## src/common/pee_pkg.sv

```systemverilog
// Package for the parallel EEPROM host controller: pin widths, timing, commands.
// Assumes a 100 MHz system clock; no registers are reachable by software.
package pee_pkg;
  localparam int ADDR_W = 13;
  localparam int DATA_W = 8;
  localparam int PAGE_BYTES = 64;
  localparam int PAGE_LSB = 6; // Offset bits below the page address
  localparam int CLK_PERIOD_NS = 10;
  // Byte load window and self-timed program period
  localparam int LOAD_WINDOW_NS = 100000;
  localparam int LOAD_GAP_NS = 50000; // Safe spacing, well inside the window
  localparam int LOAD_GAP_CYC = (LOAD_GAP_NS + CLK_PERIOD_NS - 1) / CLK_PERIOD_NS;
  localparam int PROGRAM_PERIOD_NS = 2000000;
  localparam int PROGRAM_PERIOD_CYC = PROGRAM_PERIOD_NS / CLK_PERIOD_NS;
  // Bus phase counter loads; each phase lasts one cycle more
  localparam int SETUP_CYC = 2;
  localparam int STROBE_CYC = 4;
  localparam int READ_CYC = 8;
  localparam int POLL_LIMIT = 1000000;
  // Arming and disarming command writes: address, data pairs
  localparam logic [12:0] CMD_ADDR0 = 13'h1555;
  localparam logic [12:0] CMD_ADDR1 = 13'h0AAA;
  localparam logic [7:0] CMD_DATA0 = 8'hAA;
  localparam logic [7:0] CMD_DATA1 = 8'h55;
  localparam logic [7:0] CMD_ARM = 8'hA0;
  localparam logic [7:0] CMD_DIS0 = 8'h80;
  localparam logic [7:0] CMD_DIS1 = 8'h20;
  // Host request kinds
  typedef enum logic [1:0] {
    PEE_OP_READ, PEE_OP_WRITE, PEE_OP_ARM, PEE_OP_DISARM
  } pee_op_t;
endpackage : pee_pkg

```

## src/verilog/pee_bus_cycle.sv

```systemverilog
// One pin cycle on the parallel bus: read or write strobe sequence.
// Assumes a single clock; pin inputs arrive unsynchronised from the device.
`timescale 1ns/10ps
module pee_bus_cycle (
  // Clock and reset
  input wire logic clk,
  input wire logic rst,
  // Request from the sequencer
  input wire logic go,
  input wire logic is_write,
  input wire logic [12:0] addr,
  input wire logic [7:0] wdata,
  // Completion
  output logic done,
  output logic [7:0] rdata,
  // Device pins
  output logic [12:0] word_select_lines,
  output logic [7:0] byte_lines_o,
  output logic byte_lines_oe,
  input wire logic [7:0] byte_lines_i,
  output logic chip_sel_n,
  output logic out_gate_n,
  output logic wr_strobe_n
);
  typedef enum logic [2:0] {S_IDLE, S_SETUP, S_STROBE, S_HOLD} pee_cyc_st_t;
  typedef struct packed {
    pee_cyc_st_t st;
    logic [3:0] cnt;
    logic wr;
    logic [7:0] sync1;
    logic [7:0] sync2;
    logic done;
    logic [7:0] rdata;
    logic [12:0] a;
    logic [7:0] d;
    logic oe;
    logic cs_n;
    logic og_n;
    logic we_n;
  } pee_cyc_t;
  pee_cyc_t cur_ff, nxt_ff;

  // Sequencing of select, gate and strobe
  always_comb begin
    nxt_ff = cur_ff;
    nxt_ff.sync1 = byte_lines_i;
    nxt_ff.sync2 = cur_ff.sync1;
    nxt_ff.done = 1'b0;
    case (cur_ff.st)
      S_IDLE: begin
        if (go) begin
          nxt_ff.a = addr;
          nxt_ff.d = wdata;
          nxt_ff.wr = is_write;
          nxt_ff.oe = is_write;
          nxt_ff.og_n = 1'b1;
          nxt_ff.cs_n = 1'b0;
          nxt_ff.cnt = 4'(pee_pkg::SETUP_CYC);
          nxt_ff.st = S_SETUP;
        end
      end
      S_SETUP: begin
        if (cur_ff.cnt != 4'h0) begin
          nxt_ff.cnt = cur_ff.cnt - 4'h1;
        end else begin
          // Gate stays high during writes, so a write is never a read
          if (cur_ff.wr) begin
            nxt_ff.we_n = 1'b0;
            nxt_ff.cnt = 4'(pee_pkg::STROBE_CYC);
          end else begin
            nxt_ff.og_n = 1'b0;
            nxt_ff.cnt = 4'(pee_pkg::READ_CYC);
          end
          nxt_ff.st = S_STROBE;
        end
      end
      S_STROBE: begin
        if (cur_ff.cnt != 4'h0) begin
          nxt_ff.cnt = cur_ff.cnt - 4'h1;
        end else begin
          // Data held past the strobe's rising edge
          nxt_ff.we_n = 1'b1;
          nxt_ff.og_n = 1'b1;
          nxt_ff.rdata = cur_ff.sync2;
          nxt_ff.st = S_HOLD;
        end
      end
      S_HOLD: begin
        nxt_ff.cs_n = 1'b1;
        nxt_ff.oe = 1'b0;
        nxt_ff.done = 1'b1;
        nxt_ff.st = S_IDLE;
      end
      default: nxt_ff.st = S_IDLE;
    endcase
  end

  always_ff @(posedge clk or posedge rst) begin
    if (rst) begin
      cur_ff <= '{st: S_IDLE, cnt: 4'h0, wr: 1'b0, sync1: 8'h00, sync2: 8'h00,
                  done: 1'b0, rdata: 8'h00, a: 13'h0000, d: 8'h00, oe: 1'b0,
                  cs_n: 1'b1, og_n: 1'b1, we_n: 1'b1};
    end else begin
      cur_ff <= nxt_ff;
    end
  end

  assign done = cur_ff.done;
  assign rdata = cur_ff.rdata;
  assign word_select_lines = cur_ff.a;
  assign byte_lines_o = cur_ff.d;
  assign byte_lines_oe = cur_ff.oe;
  assign chip_sel_n = cur_ff.cs_n;
  assign out_gate_n = cur_ff.og_n;
  assign wr_strobe_n = cur_ff.we_n;
endmodule : pee_bus_cycle

```

## src/verilog/pee_host.sv

```systemverilog
// Host controller for a byte-alterable parallel EEPROM with write protection.
// Assumes the device on its pins and a user port on the same clock.
`timescale 1ns/10ps
module pee_host #(
  parameter int PAGE_BYTES = pee_pkg::PAGE_BYTES,
  parameter int LOAD_GAP_CYC = pee_pkg::LOAD_GAP_CYC,
  parameter int POLL_LIMIT = pee_pkg::POLL_LIMIT,
  parameter logic [12:0] CMD_ADDR0 = pee_pkg::CMD_ADDR0,
  parameter logic [12:0] CMD_ADDR1 = pee_pkg::CMD_ADDR1,
  parameter logic [7:0] CMD_DATA0 = pee_pkg::CMD_DATA0,
  parameter logic [7:0] CMD_DATA1 = pee_pkg::CMD_DATA1,
  parameter logic [7:0] CMD_ARM = pee_pkg::CMD_ARM,
  parameter logic [7:0] CMD_DIS0 = pee_pkg::CMD_DIS0,
  parameter logic [7:0] CMD_DIS1 = pee_pkg::CMD_DIS1
) (
  // Clock and reset
  input wire logic clk,
  input wire logic rst,
  // User request
  input wire logic req_valid,
  input wire pee_pkg::pee_op_t req_op,
  input wire logic [12:0] req_addr,
  input wire logic [6:0] req_len_m1,
  input wire logic protected_mode,
  // Page data feed, one byte per accepted beat
  input wire logic [7:0] wr_data,
  output logic wr_data_take,
  // User answer
  output logic busy,
  output logic done,
  output logic timeout,
  output logic [7:0] rd_data,
  // Device pins
  output logic [12:0] word_select_lines,
  output logic [7:0] byte_lines_o,
  output logic byte_lines_oe,
  input wire logic [7:0] byte_lines_i,
  output logic chip_sel_n,
  output logic out_gate_n,
  output logic wr_strobe_n
);
  // Elaboration checks: the offset wrap is six bits, the counter 21 bits, and a
  // gap plus one bus cycle must still fit the byte load window
  if (PAGE_BYTES != pee_pkg::PAGE_BYTES) begin : g_bad_page
    $error("PAGE_BYTES must match the six-bit page offset");
  end
  if (LOAD_GAP_CYC < 1 ||
      LOAD_GAP_CYC + 32 >= pee_pkg::LOAD_WINDOW_NS / pee_pkg::CLK_PERIOD_NS) begin : g_bad_gap
    $error("LOAD_GAP_CYC must stay inside the load window");
  end
  if (POLL_LIMIT < 1 || POLL_LIMIT >= (1 << 21)) begin : g_bad_poll
    $error("POLL_LIMIT must fit the 21-bit counter");
  end

  typedef enum logic [2:0] {
    H_IDLE, H_CMD, H_DATA, H_GAP, H_POLL, H_FIN
  } pee_host_st_t;
  typedef struct packed {
    pee_host_st_t st;
    pee_pkg::pee_op_t op;
    logic [2:0] step;
    logic [6:0] left;
    logic [12:0] addr;
    logic [7:0] last;
    logic [20:0] cnt;
    logic go;
    logic take;
    logic busy;
    logic done;
    logic tmo;
    logic [7:0] rd;
    logic have_prev;
    logic prev6;
  } pee_host_s_t;
  pee_host_s_t cur_ff, nxt_ff;

  logic cyc_done;
  logic [7:0] cyc_rdata;
  logic [12:0] cyc_addr;
  logic [7:0] cyc_data;
  logic cyc_wr;

  // Command table: three for arming writes, six for disarming
  function automatic logic [20:0] cmd_word(input logic [2:0] i, input logic dis);
    logic [20:0] w;
    w = {CMD_ADDR0, CMD_DATA0};
    case (i)
      3'h0, 3'h3: w = {CMD_ADDR0, CMD_DATA0};
      3'h1, 3'h4: w = {CMD_ADDR1, CMD_DATA1};
      3'h2: w = {CMD_ADDR0, dis ? CMD_DIS0 : CMD_ARM};
      3'h5: w = {CMD_ADDR0, CMD_DIS1};
      default: w = {CMD_ADDR0, CMD_DATA0};
    endcase
    return w;
  endfunction : cmd_word

  // Bus cycle request drawn from the host state
  always_comb begin
    cyc_wr = 1'b1;
    cyc_addr = cur_ff.addr;
    cyc_data = wr_data;
    if (cur_ff.st == H_CMD) begin
      {cyc_addr, cyc_data} = cmd_word(cur_ff.step, cur_ff.op == pee_pkg::PEE_OP_DISARM);
    end else if (cur_ff.st == H_POLL || cur_ff.op == pee_pkg::PEE_OP_READ) begin
      cyc_wr = 1'b0;
    end
  end

  pee_bus_cycle u_cycle (
    .clk(clk), .rst(rst), .go(cur_ff.go), .is_write(cyc_wr), .addr(cyc_addr),
    .wdata(cyc_data), .done(cyc_done), .rdata(cyc_rdata),
    .word_select_lines(word_select_lines), .byte_lines_o(byte_lines_o),
    .byte_lines_oe(byte_lines_oe), .byte_lines_i(byte_lines_i),
    .chip_sel_n(chip_sel_n), .out_gate_n(out_gate_n), .wr_strobe_n(wr_strobe_n)
  );

  // Operation sequencer
  always_comb begin
    nxt_ff = cur_ff;
    nxt_ff.go = 1'b0;
    nxt_ff.take = 1'b0;
    nxt_ff.done = 1'b0;
    case (cur_ff.st)
      H_IDLE: begin
        if (req_valid) begin
          nxt_ff.op = req_op;
          nxt_ff.addr = req_addr;
          nxt_ff.left = req_len_m1;
          nxt_ff.step = 3'h0;
          nxt_ff.busy = 1'b1;
          nxt_ff.tmo = 1'b0;
          nxt_ff.have_prev = 1'b0;
          nxt_ff.go = 1'b1;
          // Arm, disarm, and protected writes lead with commands
          if (req_op == pee_pkg::PEE_OP_ARM || req_op == pee_pkg::PEE_OP_DISARM ||
              (req_op == pee_pkg::PEE_OP_WRITE && protected_mode)) begin
            nxt_ff.st = H_CMD;
          end else begin
            nxt_ff.st = H_DATA;
          end
        end
      end
      H_CMD: begin
        // Back to back, never interleaved with other writes
        if (cyc_done) begin
          nxt_ff.step = cur_ff.step + 3'h1;
          if (cur_ff.op == pee_pkg::PEE_OP_DISARM ? cur_ff.step == 3'h5 : cur_ff.step == 3'h2) begin
            if (cur_ff.op == pee_pkg::PEE_OP_WRITE) begin
              nxt_ff.st = H_DATA;
              nxt_ff.go = 1'b1;
            end else begin
              nxt_ff.cnt = 21'(pee_pkg::PROGRAM_PERIOD_CYC);
              nxt_ff.st = H_GAP;
              nxt_ff.left = 7'h00;
            end
          end else begin
            nxt_ff.go = 1'b1;
          end
        end
      end
      H_DATA: begin
        if (cyc_done) begin
          if (cur_ff.op == pee_pkg::PEE_OP_READ) begin
            nxt_ff.rd = cyc_rdata;
            nxt_ff.st = H_FIN;
          end else begin
            nxt_ff.take = 1'b1;
            nxt_ff.last = wr_data;
            nxt_ff.cnt = 21'(LOAD_GAP_CYC);
            nxt_ff.st = H_GAP;
          end
        end
      end
      H_GAP: begin
        // Loads spaced well inside the window; arm and disarm sit out a full period
        if (cur_ff.cnt != 21'h0) begin
          nxt_ff.cnt = cur_ff.cnt - 21'h1;
        end else if (cur_ff.op != pee_pkg::PEE_OP_WRITE) begin
          nxt_ff.st = H_FIN;
        end else if (cur_ff.left != 7'h00) begin
          nxt_ff.left = cur_ff.left - 7'h01;
          // Offset wraps within the page; page bits never change
          nxt_ff.addr = {cur_ff.addr[12:6], 6'(cur_ff.addr[5:0] + 6'h01)};
          nxt_ff.st = H_DATA;
          nxt_ff.go = 1'b1;
        end else begin
          // Last load placed: polling lets the device start programming
          nxt_ff.st = H_POLL;
          nxt_ff.cnt = 21'(POLL_LIMIT);
          nxt_ff.go = 1'b1;
        end
      end
      H_POLL: begin
        // Toggle polling: two equal bit 6 reads, with bit 7 matching the last byte loaded, mean programming ended
        if (cyc_done) begin
          nxt_ff.have_prev = 1'b1;
          nxt_ff.prev6 = cyc_rdata[6];
          if ((cur_ff.have_prev && cyc_rdata[6] == cur_ff.prev6 &&
               cyc_rdata[7] == cur_ff.last[7]) || cur_ff.cnt == 21'h0) begin
            nxt_ff.tmo = cur_ff.cnt == 21'h0;
            nxt_ff.st = H_FIN;
          end else begin
            nxt_ff.cnt = cur_ff.cnt - 21'h1;
            nxt_ff.go = 1'b1;
          end
        end
      end
      H_FIN: begin
        nxt_ff.busy = 1'b0;
        nxt_ff.done = 1'b1;
        nxt_ff.st = H_IDLE;
      end
      default: nxt_ff.st = H_IDLE;
    endcase
  end

  always_ff @(posedge clk or posedge rst) begin
    if (rst) begin
      cur_ff <= '{st: H_IDLE, op: pee_pkg::PEE_OP_READ, step: 3'h0, left: 7'h00,
                  addr: 13'h0000, last: 8'h00, cnt: 21'h0, go: 1'b0, take: 1'b0,
                  busy: 1'b0, done: 1'b0, tmo: 1'b0, rd: 8'h00, have_prev: 1'b0,
                  prev6: 1'b0};
    end else begin
      cur_ff <= nxt_ff;
    end
  end

  assign wr_data_take = cur_ff.take;
  assign busy = cur_ff.busy;
  assign done = cur_ff.done;
  assign timeout = cur_ff.tmo;
  assign rd_data = cur_ff.rd;
endmodule : pee_host

```

## config.mk

```make
export PLATFORM = sky130hd
export DESIGN_NAME = pee_host
export DESIGN_NICKNAME = d
export VERILOG_FILES = /design/src/common/pee_pkg.sv /design/src/verilog/pee_bus_cycle.sv /design/src/verilog/pee_host.sv
export SDC_FILE = /design/constraint.sdc
export NUM_CORES = 1
export LEC_CHECK = 0
export ABC_AREA = 1
export ABC_CLOCK_PERIOD_IN_PS = 5000
export BUFFER_PORTS_ARGS = -buffer_cell sky130_fd_sc_hd__buf_2
export CAP_MARGIN = 20
export CORE_UTILIZATION = 61
export CTS_BUF_LIST = sky130_fd_sc_hd__clkbuf_8
export DETAILED_ROUTE_END_ITERATION = 8
export PLACE_DENSITY_LB_ADDON = 0.15
export SLEW_MARGIN = 20
export SYNTH_ARGS = -nofsm -noshare
export SYNTH_HDL_FRONTEND = slang
export SYNTH_SLANG_ARGS = --single-unit
```

## constraint.sdc

```tcl
create_clock -name clk -period 5 [get_ports clk]
set_input_delay 1.5 -clock clk [delete_from_list [all_inputs] [get_ports clk]]
set_output_delay 1.5 -clock clk [all_outputs]
set_load 0.01 [all_outputs]
```

==> impl_metrics.ini <==
[run_status]
status = finished clean

[critical_path]
cpPeakStageDelay_ns = 0.54
crit_family = flip-flops
cp_cell_sequence = buf_2
cp_slowest_cell = dfstp_2
arrival_ns = 1.11
cp.buffers_inverters = 1
criticalPathCategory = register to output port
required_ns = 3.50
crit_fanout = 2
worstSetupStartpointType = register
cp-end-kind = output port

[timing]
hold_violations = 0
relSlewSlack = 0.516
setup_violations = 0
max_freq_mhz = 383
worst_slew_pin_slew_ns = 0.726
drv_slew = 0
fin_crit_sh = 0.523
setup_tns_ns = 0
rsz0062_at_grt = no
fin_crit_ns = 2.61
skew_ns = 0.0127
hold_slack_ns = 0.353

[clock_network]
cts.sinks = 122
hold_buffers = 0
ctsResizeCount = 0
cts-htree-levels = 4
cts_tree = done
clockBufferDepth = 2
cts_root_buffer = clkbuf_8
cts-buffers-inserted = 17
path_clk_slew_ns = 0.08
post_cts.repair.setup_buffers = 0
clock_latency_ns = 0.44

[layout]
drive_above_1_share = 0.168
fillers = 861
final_cell_mix = 226 x nand2_1, 119 x dfrtp_1, 94 x nor2_1, 79 x inv_1, 78 x buf_2
multi_input_area_sq_mm = 0.00284
final_common_cell = nand2_1
diodes = 0
syn2layout_area_growth_pct = 9.82
seqCellArea_sq_mm = 0.00306
final_nets = 938

[synthesis]
synth_edf_count = 0
synth.net_count = 884
syn_area_per_cell_sq_um = 7.92
yosysWarnings = 0
syn_area_sq_mm = 0.00655
synthTopCellsByArea = dfrtp_1 45%, nand2_1 13%, nor2_1 5.4%, inv_1 4.6%, o21ai_0 4.2%
ys_seq_area_frac = 0.467
synth_top_area_frac = 0.455
synth_cell_types = 44
synth_area_leader_cell = dfrtp_1
ys_ff_latch = 122
synth_flop_cell = dfrtp_1
syn-instance-count = 827
synthArstFlopShare = 1.00

[grt]
grt_use_met2 = 0.453
antenna_found_initial = 0
use_met1 = 0.379
grt_pass1_wl_mm = 24.7
grt-ovfl-total = 0
grt.busiest_layer = met2
met3_usage = 0.0606
grt_pass1_vias = 5270
gr-usage-all-layers = 0.281
grt_max_degree = 61

[power]
p_per_area_mw_per_mm2 = 659
seqPwrFrac = 0.341
combPwrFrac = 0.475
leakagePower_uw = 0.00379
p_sw_uw = 2230
clkPwrFrac = 0.183
p_sw_frac = 0.470
p_int_uw = 2520
peakVddDrop_uv = 289

[place]
dp_hpwl_mm = 10.4
gp_congestion = 0.890
portBuffers = 78

[die]
die_y_um = 106
std_cell_rows = 37
core_sq_mm = 0.0104
start_util = 0.632
fp.dieArea_sq_mm = 0.0112
boundaryPins = 79
die_w_um = 106

[drt]
drc = 0
wl_per_cell_um = 14.1
vias = 5522
viasPerCell = 5.36
routed_wl_mm = 14.5
antenna_left = 0
drt-initial-drc-count = 373
drtPass1Iterations = 5

[run]
drv_cap = 0

[worst_hold_path]
hold_path_class = register to register
worst paths after layout:
check / from / end / slack, ns / cells after the start
hold / removal: u_cycle.cur_ff[47] / u_cycle.cur_ff[39] / 0.35 / 0
min in group asynchronous: rst / rd_data[0] / 1.20 / 2
setup reg to reg: cur_ff[15] / cur_ff[28] / 2.47 / 10
max in group asynchronous: rst / cur_ff[16] / 2.89 / 3
hold reg to reg: u_cycle.cur_ff[47] / u_cycle.cur_ff[39] / 0.35 / 0
setup / recovery: u_cycle.chip_sel_n / chip_sel_n / 2.39 / 1
power groups by stage:
stage	Clock (uW)	Combinational, uW	Sequential, uW
floorplan	0	1910	1560
detailed placement	0	2230	1630
global placement	0	2150	1610
finish	870	2250	1620
global route	923	2570	1670
CTS	877	2250	1620
synth_stat cells (7+ instances only):
master,instances
a21oi_1,41
buf_4,31
clkbuf_1,7
dfrtp_1,119
ha_1,15
inv_1,80
nand2_1,226
nand3_1,53
nand4_1,12
nor2_1,94
o21ai_0,55
xor2_1,16
flip-flops by register name, indices dropped and copies added (netlist names):
signal                     cells
busy                           1
cur_ff                        53
done                           1
rd_data                        8
timeout                        1
u_cycle.byte_lines_o           8
u_cycle.byte_lines_oe          1
u_cycle.chip_sel_n             1
u_cycle.cur_ff                23
u_cycle.done                   1
u_cycle.out_gate_n             1
u_cycle.rdata                  8
u_cycle.word_select_lines     13
u_cycle.wr_strobe_n            1
wr_data_take                   1
stage by stage:
stage / setup slack, ns / instances / cell area (sq um) / utilization / total power, uW
floorplan: 0.262 / 827 / 6550 / - / 3470
global placement: 2.09 / 998 / 6810 / 0.656 / 3760
detailed placement: 2.06 / 998 / 6810 / 0.656 / 3870
CTS: 2.36 / 1030 / 7190 / 0.694 / 4740
global route: 2.30 / 1030 / 7190 / 0.694 / 5150
finish: 2.39 / 1030 / 7190 / 0.694 / 4740
final cells by class:
| class | instances | area share |
|---|---|---|
| Clock buffer | 17 | 0.0325 |
| Tap cell | 136 | 0.0237 |
| Multi-Input combinational cell | 572 | 0.394 |
| Timing Repair Buffer | 80 | 0.0563 |
| Sequential cell | 122 | 0.425 |
| Clock inverter | 15 | 0.0214 |
| Inverter | 88 | 0.0468 |
kinds of logic after synthesis:
logic type | share of synthesized area
muxes | 0.00306
buffers and inverters | 0.100
xor gates and xnor gates | 0.0267
adders and majority gates | 0.0286
AOI/OAI and AO/OA | 0.0993
and+or+nand+nor | 0.275
DFF | 0.467
metal layers:
metal	vias to the layer above	share of wire
met5	-	0
met4	0	0.016
met3	26	0.060
met2	191	0.47
met1	2585	0.46
li1	2720	-
(Power assumes the default switching activity.)
